File: src/pvic_pkg.sv
/*
  Constants for the sixteen-input vectored interrupt controller.
  Assumes the CPU I/O address decode gives an 8-bit port address.
*/
package pvic_pkg;
  localparam int          NUM_IRQ           = 16;
  // Register I/O addresses
  localparam logic [7:0]  ADDR_GRP_SVC_LO   = 8'h34;
  localparam logic [7:0]  ADDR_GRP_SVC_HI   = 8'h35;
  localparam logic [7:0]  ADDR_BLOCK_LO     = 8'h36;
  localparam logic [7:0]  ADDR_VEC_BLOCK_HI = 8'h37;
  // Reset values
  localparam logic [15:0] RST_BLOCK         = 16'hffff;
  localparam logic [15:0] RST_TRIGGER       = 16'h0000;
  localparam logic [15:0] RST_GROUP         = 16'h0000;
  localparam logic [2:0]  RST_VEC_BASE      = 3'h0;
  // Vector byte field positions
  localparam int          VEC_BASE_LSB      = 5;
  localparam int          VEC_IDX_LSB       = 1;
  // Interrupt source assignments
  localparam int          SRC_TIMER1        = 13;
  localparam int          SRC_TIMER0        = 12;
  localparam int          SRC_DMA_TC1       = 7;
  localparam int          SRC_DMA_TC0       = 6;
  localparam int          SRC_EXT_HI        = 15;
  localparam int          SRC_EXT_LO        = 14;
endpackage

File: src/pvic_ctrl.sv
/*
  Vectored interrupt controller core: request latches, mask, priority
  groups, in-service tracking, vector return and illegal-interrupt state.
  Assumes the CPU shares i_ref_clk, drives synchronous I/O strobes and
  holds i_irq_ack_n low for at least one cycle per acknowledge.
*/
// How it works
// Sixteen request inputs served by vectored acknowledge
// Two groups; higher index wins within group
// Qualified unmasked request drives active-low interrupt
// Acknowledge places vector byte on data bus
// End-of-service strobe low completes current routine
// Ack, done and interrupt wire directly to CPU
// Fixed source assignment of timer, DMA, pins
// Vector base write switches write targets
// Request latch: level follows, edge holds till service
// Reset clears all edge detectors
// Vector base gives vector bits seven to five
// In-service set on ack, cleared, byte readable
// Trigger mode per input, zero level, reset level
// Software writes trigger mode before vector base
// Group register per input, reset all LOW
// Software writes group only after vector base
// Timer inputs should use edge sensing
// Vector is base, index, zero bit
// HIGH group beats every LOW input
// Mask bit one blocks input, reset all ones
// End-of-service clears highest in-service level
// Nested request forwarded only if it outranks
`timescale 1ns/10ps
module pvic_ctrl #(
  parameter int NUM_IRQ = pvic_pkg::NUM_IRQ
) (
  // Clock and reset
  input  wire logic         i_ref_clk,
  input  wire logic         i_rst_n,
  // Request inputs; 13/12 timer 1/0, 7/6 DMA counts, 15/14 pins
  input  wire logic [15:0]  i_irq_request_in,
  // CPU I/O port
  input  wire logic [7:0]   i_io_addr,
  input  wire logic [7:0]   i_io_wdata,
  input  wire logic         i_io_wr,
  input  wire logic         i_io_rd,
  output logic      [7:0]   o_io_rdata,
  // CPU interrupt handshake
  input  wire logic         i_irq_ack_n,
  input  wire logic         i_service_done_n,
  output logic              o_irq_n,
  output logic      [7:0]   o_vector,
  output logic              o_vector_oe
);

  typedef enum logic [1:0] {
    PVIC_IDLE    = 2'b00,
    PVIC_ACK     = 2'b01,
    PVIC_ILLEGAL = 2'b10
  } pvic_state_t;

  // Priority rank: group bit above index, so larger rank wins
  function automatic logic [4:0] pvic_rank(input logic grp, input logic [3:0] idx);
    pvic_rank = {grp, idx};
  endfunction

  // Best candidate among a set: returns found flag, index
  function automatic logic [4:0] pvic_pick(input logic [15:0] set, input logic [15:0] grp);
    logic [4:0] best;
    logic [5:0] best_rank;
    best      = 5'h00;
    best_rank = 6'h00;
    for (int n = 0; n < 16; n++) begin
      if (set[n] && ({1'b1, pvic_rank(grp[n], 4'(n))} > best_rank)) begin
        best      = {1'b1, 4'(n)};
        best_rank = {1'b1, pvic_rank(grp[n], 4'(n))};
      end
    end
    pvic_pick = best;
  endfunction

  logic [15:0]  trigger_mode_reg, trigger_mode_next;
  logic [15:0]  priority_group_reg, priority_group_next;
  logic [15:0]  irq_block_reg, irq_block_next;
  logic [2:0]   vector_base_reg, vector_base_next;
  logic         base_set_reg, base_set_next;
  logic [15:0]  in_service_reg, in_service_next;
  logic [15:0]  request_latch_reg, request_latch_next;
  logic [15:0]  prev_in_reg;
  pvic_state_t  state_reg, state_next;
  logic         ack_prev_reg;
  logic         done_prev_reg;
  logic [7:0]   vector_reg, vector_next;
  logic [7:0]   rdata_reg, rdata_next;

  logic [15:0]  rise;
  logic [15:0]  eligible;
  logic [4:0]   cand;
  logic [4:0]   svc_top;
  logic         outranks;
  logic         ack_fall;
  logic         done_fall;

  // Edge detectors cleared, strobe history set high by reset
  // A pin already high when reset lifts counts as a rise, by intent
  always_ff @(posedge i_ref_clk or negedge i_rst_n) begin
    if (!i_rst_n) begin
      prev_in_reg   <= 16'h0000;
      ack_prev_reg  <= 1'b1;
      done_prev_reg <= 1'b1;
    end else begin
      prev_in_reg   <= i_irq_request_in;
      ack_prev_reg  <= i_irq_ack_n;
      done_prev_reg <= i_service_done_n;
    end
  end

  assign rise      = i_irq_request_in & ~prev_in_reg;
  assign ack_fall  = ack_prev_reg & ~i_irq_ack_n;
  assign done_fall = done_prev_reg & ~i_service_done_n;

  // Arbitration over unmasked latched requests
  // Equal rank never nests, so an accepted level cannot re-request itself
  always_comb begin
    eligible = request_latch_reg & ~irq_block_reg;
    cand     = pvic_pick(eligible, priority_group_reg);
    svc_top  = pvic_pick(in_service_reg, priority_group_reg);
    outranks = cand[4] && (!svc_top[4] ||
               pvic_rank(priority_group_reg[cand[3:0]], cand[3:0]) >
               pvic_rank(priority_group_reg[svc_top[3:0]], svc_top[3:0]));
  end

  // Next-state for registers, latches, service tracking
  always_comb begin
    trigger_mode_next   = trigger_mode_reg;
    priority_group_next = priority_group_reg;
    irq_block_next      = irq_block_reg;
    vector_base_next    = vector_base_reg;
    base_set_next       = base_set_reg;
    in_service_next     = in_service_reg;
    state_next          = state_reg;
    vector_next         = vector_reg;
    rdata_next          = rdata_reg;
    // Level inputs follow the pin; edge inputs hold until serviced
    for (int n = 0; n < 16; n++) begin
      if (!trigger_mode_reg[n])
        request_latch_next[n] = i_irq_request_in[n];
      else
        request_latch_next[n] = request_latch_reg[n] | rise[n];
    end
    // Register writes; base write switches targets for 34h, 35h and 37h
    if (i_io_wr) begin
      unique case (i_io_addr)
        pvic_pkg::ADDR_GRP_SVC_LO: begin
          if (base_set_reg) priority_group_next[7:0] = i_io_wdata;
          else              trigger_mode_next[7:0]   = i_io_wdata;
        end
        pvic_pkg::ADDR_GRP_SVC_HI: begin
          if (base_set_reg) priority_group_next[15:8] = i_io_wdata;
          else              trigger_mode_next[15:8]   = i_io_wdata;
        end
        pvic_pkg::ADDR_BLOCK_LO: irq_block_next[7:0] = i_io_wdata;
        pvic_pkg::ADDR_VEC_BLOCK_HI: begin
          if (base_set_reg) irq_block_next[15:8] = i_io_wdata;
          else begin
            vector_base_next = i_io_wdata[7:5];
            base_set_next    = 1'b1;
          end
        end
        default: ;
      endcase
    end
    // Registered read data; in-service one byte at a time
    if (i_io_rd) begin
      unique case (i_io_addr)
        pvic_pkg::ADDR_GRP_SVC_LO:   rdata_next = in_service_reg[7:0];
        pvic_pkg::ADDR_GRP_SVC_HI:   rdata_next = in_service_reg[15:8];
        pvic_pkg::ADDR_BLOCK_LO:     rdata_next = irq_block_reg[7:0];
        pvic_pkg::ADDR_VEC_BLOCK_HI: rdata_next = irq_block_reg[15:8];
        default:                     rdata_next = 8'h00;
      endcase
    end
    // Acknowledge and end-of-service sequencing
    unique case (state_reg)
      PVIC_IDLE: begin
        if (ack_fall) begin
          if (outranks) begin
            in_service_next[cand[3:0]] = 1'b1;
            if (trigger_mode_reg[cand[3:0]])
              request_latch_next[cand[3:0]] = rise[cand[3:0]];
            vector_next = {vector_base_reg, cand[3:0], 1'b0};
            state_next  = PVIC_ACK;
          end else begin
            // Request vanished: answer as input 0, leave in-service alone
            vector_next = {vector_base_reg, 4'h0, 1'b0};
            state_next  = PVIC_ILLEGAL;
          end
        end else if (done_fall && svc_top[4]) begin
          in_service_next[svc_top[3:0]] = 1'b0;
        end
      end
      PVIC_ACK: begin
        if (i_irq_ack_n) state_next = PVIC_IDLE;
      end
      PVIC_ILLEGAL: begin
        // No acceptance until the done strobe; it clears nothing here
        if (done_fall) state_next = PVIC_IDLE;
      end
      default: state_next = PVIC_IDLE;
    endcase
  end

  // State registers
  always_ff @(posedge i_ref_clk or negedge i_rst_n) begin
    if (!i_rst_n) begin
      trigger_mode_reg   <= pvic_pkg::RST_TRIGGER;
      priority_group_reg <= pvic_pkg::RST_GROUP;
      irq_block_reg      <= pvic_pkg::RST_BLOCK;
      vector_base_reg    <= pvic_pkg::RST_VEC_BASE;
      base_set_reg       <= 1'b0;
      in_service_reg     <= 16'h0000;
      request_latch_reg  <= 16'h0000;
      state_reg          <= PVIC_IDLE;
      vector_reg         <= 8'h00;
      rdata_reg          <= 8'h00;
    end else begin
      trigger_mode_reg   <= trigger_mode_next;
      priority_group_reg <= priority_group_next;
      irq_block_reg      <= irq_block_next;
      vector_base_reg    <= vector_base_next;
      base_set_reg       <= base_set_next;
      in_service_reg     <= in_service_next;
      request_latch_reg  <= request_latch_next;
      state_reg          <= state_next;
      vector_reg         <= vector_next;
      rdata_reg          <= rdata_next;
    end
  end

  // Interrupt is withheld while an acknowledge or illegal state runs
  assign o_irq_n     = !(outranks && state_reg == PVIC_IDLE);
  assign o_vector    = vector_reg;
  // Vector drive ends with the acknowledge, not with the state change
  assign o_vector_oe = (state_reg != PVIC_IDLE) && !i_irq_ack_n;
  assign o_io_rdata  = rdata_reg;

  // Assertions
  a_vec_format: assert property (@(posedge i_ref_clk) disable iff (!i_rst_n)
    $rose(o_vector_oe) |-> o_vector[0] == 1'b0 && o_vector[7:5] == vector_base_reg)
    else $error("vector byte format wrong");
  a_ack_sets_svc: assert property (@(posedge i_ref_clk) disable iff (!i_rst_n)
    state_reg == PVIC_IDLE && ack_fall && outranks |=> in_service_reg[$past(cand[3:0])])
    else $error("accepted level not in service");
  a_irq_needs_req: assert property (@(posedge i_ref_clk) disable iff (!i_rst_n)
    !o_irq_n |-> |(request_latch_reg & ~irq_block_reg))
    else $error("interrupt without unmasked request");
  a_mask_blocks: assert property (@(posedge i_ref_clk) disable iff (!i_rst_n)
    (request_latch_reg & ~irq_block_reg) == 16'h0000 |-> o_irq_n)
    else $error("masked request raised interrupt");
  a_nest_rank: assert property (@(posedge i_ref_clk) disable iff (!i_rst_n)
    !o_irq_n && svc_top[4] |-> cand[4] && {priority_group_reg[cand[3:0]], cand[3:0]}
      > {priority_group_reg[svc_top[3:0]], svc_top[3:0]})
    else $error("nested request does not outrank");
  a_done_clears: assert property (@(posedge i_ref_clk) disable iff (!i_rst_n)
    state_reg == PVIC_IDLE && done_fall && !ack_fall && svc_top[4]
      |=> !in_service_reg[$past(svc_top[3:0])])
    else $error("done strobe left level in service");
  a_level_follow: assert property (@(posedge i_ref_clk) disable iff (!i_rst_n)
    !trigger_mode_reg[0] && !i_irq_request_in[0] |=> !request_latch_reg[0])
    else $error("level latch did not follow input");
  a_base_switch: assert property (@(posedge i_ref_clk) disable iff (!i_rst_n)
    base_set_reg && i_io_wr && i_io_addr == pvic_pkg::ADDR_GRP_SVC_LO
      |=> $stable(trigger_mode_reg))
    else $error("trigger mode written after base");
  a_high_wins: assert property (@(posedge i_ref_clk) disable iff (!i_rst_n)
    cand[4] && |(eligible & priority_group_reg) |-> priority_group_reg[cand[3:0]])
    else $error("low group beat high group");

  // Behaviour over time: latches hold, vector stands, in-service moves only when due
  a_edge_holds: assert property (@(posedge i_ref_clk) disable iff (!i_rst_n)
    trigger_mode_reg[pvic_pkg::SRC_TIMER1] && request_latch_reg[pvic_pkg::SRC_TIMER1]
      && !ack_fall && !i_io_wr |=> request_latch_reg[pvic_pkg::SRC_TIMER1])
    else $error("edge request dropped before service");
  a_vec_stands: assert property (@(posedge i_ref_clk) disable iff (!i_rst_n)
    o_vector_oe && $past(o_vector_oe) |-> $stable(o_vector))
    else $error("vector changed while driven");
  a_svc_clear_done: assert property (@(posedge i_ref_clk) disable iff (!i_rst_n)
    !done_fall |=> ($past(in_service_reg) & ~in_service_reg) == 16'h0000)
    else $error("in-service cleared without done strobe");
  a_illegal_frozen: assert property (@(posedge i_ref_clk) disable iff (!i_rst_n)
    state_reg == PVIC_ILLEGAL |=> $stable(in_service_reg))
    else $error("in-service changed in illegal state");
  a_svc_readback: assert property (@(posedge i_ref_clk) disable iff (!i_rst_n)
    i_io_rd && i_io_addr == pvic_pkg::ADDR_GRP_SVC_LO
      |=> o_io_rdata == $past(in_service_reg[7:0]))
    else $error("in-service read-back wrong");

  c_accept: cover property (@(posedge i_ref_clk) disable iff (!i_rst_n)
    state_reg == PVIC_IDLE && ack_fall && outranks);
  c_illegal: cover property (@(posedge i_ref_clk) disable iff (!i_rst_n)
    state_reg == PVIC_ILLEGAL);
  c_nested: cover property (@(posedge i_ref_clk) disable iff (!i_rst_n)
    !o_irq_n && svc_top[4]);
  c_done: cover property (@(posedge i_ref_clk) disable iff (!i_rst_n)
    done_fall && svc_top[4]);
  c_edge_accept: cover property (@(posedge i_ref_clk) disable iff (!i_rst_n)
    state_reg == PVIC_IDLE && ack_fall && outranks && trigger_mode_reg[cand[3:0]]);

endmodule

File: config.mk
export PLATFORM = sky130hd
export DESIGN_NAME = pvic_ctrl
export DESIGN_NICKNAME = d
export VERILOG_FILES = /design/src/pvic_pkg.sv /design/src/pvic_ctrl.sv
export SDC_FILE = /design/constraint.sdc
export NUM_CORES = 1
export LEC_CHECK = 0
export BUFFER_PORTS_ARGS = -buffer_cell sky130_fd_sc_hd__buf_2
export CELL_PAD_IN_SITES_DETAIL_PLACEMENT = 1
export CELL_PAD_IN_SITES_GLOBAL_PLACEMENT = 1
export CORE_ASPECT_RATIO = 0.8
export CORE_UTILIZATION = 34
export DETAILED_ROUTE_END_ITERATION = 10
export PLACE_DENSITY = 0.57
export SLEW_MARGIN = 20
export SYNTH_ARGS = -nofsm -noshare
export SYNTH_HDL_FRONTEND = slang
export SYNTH_SLANG_ARGS = --single-unit
File: constraint.sdc
create_clock -name i_ref_clk -period 20.9 [get_ports i_ref_clk]
set_input_delay 0 -clock i_ref_clk [delete_from_list [all_inputs] [get_ports i_ref_clk]]
set_output_delay 0 -clock i_ref_clk [all_outputs]
set_load 0.01 [all_outputs]
==> metrics.txt <==
Top Ports 56; Die Y-Extent roughly 140 um; Final Max Tran Viols 0; maximum vdd drop between 0.07 and 0.08 mV; Placer Congestion roughly 0.96; leak pwr 3.909 nW; CTS Root Cell clkbuf_16; slowest library cell on the worst path o31ai_1; status complete, no violations; worst endpoint required time approximately 21 ns; Internal 0.6924 mW; number of port buffers 54; DR DRC count 0; worst path arrival time 14.82 ns; Fin Clk Skew around 0.0084 ns; Comb power frac 54.7%; Setup CP Type register to register; Critical Path Max Stage Delay approximately 0.54 ns; htree depth 4; number of cells in the finished layout apart from fillers about 1200; Mapped Cells roughly 800; Die Span X around 170 um; Yosys warnings 0; CTS clk-pin slew, worst paths roughly 0.060 ns; Core ar. between 0.02 and 0.025 mm2; most used cell, CP ha_1; initial antenna violation count 5; slew margin rel. between 30% and 40%; clock latency on the worst-skew pair 0.42 ns; TritonCTS buffer count 17; vias in the first global route just over 7000; Clock power frac a little under a quarter; Setup TNS Final 0 ns; Overflow after GRT 0; Tightest Hold Check Type input port to register; distinct cell type count after synthesis 85; f_max 68.76 MHz; CTS tree yes; post-CTS setup buffer count 0; P per Cell Area roughly 140 mW/mm2; max cap viols 0; Sink Count between 100 and 150; drt first pass iters 5; FILL cells 2514; vias 7006; Seq pwr share a little under a quarter; WL final roughly 31000 um; final-report setup violation count 0; dpl hpwl around 24000 um; pre-CTS WS approximately 6.4 ns; Initial Util between 30% and 40%; Setup crit start kind register; Yosys reg bits between 100 and 150; Worst Path Max Fanout 9; Via density between 5 and 6; top_reg_cell synth dfrtp_1; nets@finish ~950; die area 0.02291 mm2; initial DRC count 465; Final Cycle Share between 60% and 70%; Final ANT Viol Nets 0; RSZ-0062 raised after global routing false; CTS Buffer Depth 2; largest net degree at the start of global routing 78; Final min period ~15 ns; fraction of registers with async set/reset 100.0%; NetSw a little over 0.6 mW; sequential-to-total area share from yosys stat between 30% and 40%; WL per Instance around 26 um; Syn Area/Cell 9.468 um2; CP Capture Type register; setup ws final approximately 6.4 ns; Hold Violations, Final 0; Placed Instances 1142; GR Util All Layers 28.20%; Mapped Nets between 800 and 900; Hold Slack between 0.009 and 0.01 ns; Area Growth Syn to Fin 19.72%; pin slew with the least headroom to its limit ~1.0 ns; area of the mapped netlist approximately 0.0076 mm2; sw frac a little under half; FP Rows 48; first-pass GRT wire length between 40000 and 50000 um; layout cell share with drive strength beyond 1 roughly 22%; Post-synth EDFFs 0
==> stage by stage <==
stage | util, % | power [mW] | area (um2)
floorplan | - | 0.7729 | 7584
global placement | 37.68 | 0.9939 | 8193
detailed placement | 37.68 | 1.008 | 8193
CTS | 41.71 | 1.317 | 9067
global route | 41.74 | 1.407 | 9074
finish | 41.76 | 1.316 | 9079
==> cell families after synthesis <==
family,count (synthesis),synth area share [%]
simple gates,294,20.34
fa+ha+maj,26,4.290
compound gates,232,21.25
other cells,1,0.04945
buf+inv,60,3.250
flops,119,39.56
mux,69,11.25
==> critical path: cells and delay by family (launching register included) <==
kind	cells	cell delay (ns)
AO/OA/AOI/OAI	23	5.73
AND/OR/NAND/NOR	17	3.47
adder cells (fa/ha/maj)	12	3.03
multiplexers	4	1.34
flip-flops	1	0.53
buffers and inverters	4	0.25
==> cell type report <==
cell class	instances	area (um2)	share of cell area [%]
Multi-Input combinational cell	622	4348	47.89
Sequential cell	119	3000	33.05
Timing Repair Buffer	89	605.6	6.670
Clock buffer	18	429.2	4.727
Tap cell	300	375.4	4.135
Clock inverter	14	165.2	1.819
Inverter	40	150.1	1.654
Antenna cell	2	5.005	0.05513
==> cell usage in the layout (no fill, tap or decap), types with 5 or more instances in the layout <==
cell type	n
o21ai_0	69
mux2_2	50
nor3_1	16
clkbuf_16	17
dlygate4sd3_1	28
buf_2	53
inv_1	40
and2_1	11
a31oi_1	9
mux2i_1	11
o31ai_1	6
nand2b_1	27
nand2_1	75
nand3_1	16
inv_6	5
a21oi_2	10
o21a_1	7
a22o_1	6
nor2b_1	21
or3_1	5
a22oi_1	19
buf_4	8
mux4_2	8
a21oi_1	29
o22a_1	6
ha_1	26
nor3b_1	6
nand4_1	7
or2_2	6
nor2_1	66
dfstp_2	18
dfrtp_1	101
o31a_1	5
nand3b_1	6
==> power by group through the flow <==
stage / Combinational, mW / Clock, mW / Sequential [mW]
floorplan: 0.493 / 0 / 0.280
global placement: 0.694 / 0 / 0.300
detailed placement: 0.707 / 0 / 0.300
CTS: 0.716 / 0.304 / 0.296
global route: 0.793 / 0.313 / 0.300
finish: 0.720 / 0.299 / 0.297
==> per-layer routing <==
metal	up-vias	track usage [%]	routed length, um
met4	0	8.559	647
met3	44	4.996	1644
met1	3591	38.79	14210
met2	209	45.25	14340
li1	3162	-	-
met5	-	0	0
==> cell usage after synthesis, types with 7 or more instances <==
master    instances  share of area, %
clkbuf_1         14              0.69
nor2_1           66               3.3
mux2i_1          11               1.5
dfstp_2          18               6.2
nand3_1          16               1.1
inv_1            40               2.0
nand2b_1         27               2.2
ha_1             26               4.3
nand4_1           7              0.58
a21oi_1          29               1.9
mux2_2           50               7.4
a31oi_1           9              0.74
nand2_1          75               3.7
dfrtp_1         101                33
mux4_2            8               2.4
o21ai_0          69               4.6
a21oi_2          10               1.2
nor3_1           17               1.1
and2_1           11              0.91
o21a_1            7              0.69
a22oi_1          19               1.9
nor2b_1          21               1.7
==> path summary, 6_finish.rpt <==
kind                                            start                    end  slack (ns)  depth (start not counted)
worst min register to register           state_reg[0]           state_reg[1]        0.46                          1
worst max-delay path            priority_group_reg[1]  request_latch_reg[12]        6.36                         60
max in group asynchronous                     i_rst_n  priority_group_reg[3]       19.36                          3
worst min-delay path                     i_io_addr[7]          o_io_rdata[5]        0.01                          4
worst max register to register  priority_group_reg[1]  request_latch_reg[12]        6.36                         60
min in group asynchronous                     i_rst_n   trigger_mode_reg[15]        0.10                          2
==> what timing repair did <==
action,4_1_cts,5_1_grt
endpoints found under the setup margin,0,0
gates resized for setup,0,0
hold endpoints to repair,98,0
hold buffers,28,0
Note: power is estimated with default switching activity, not from simulation.
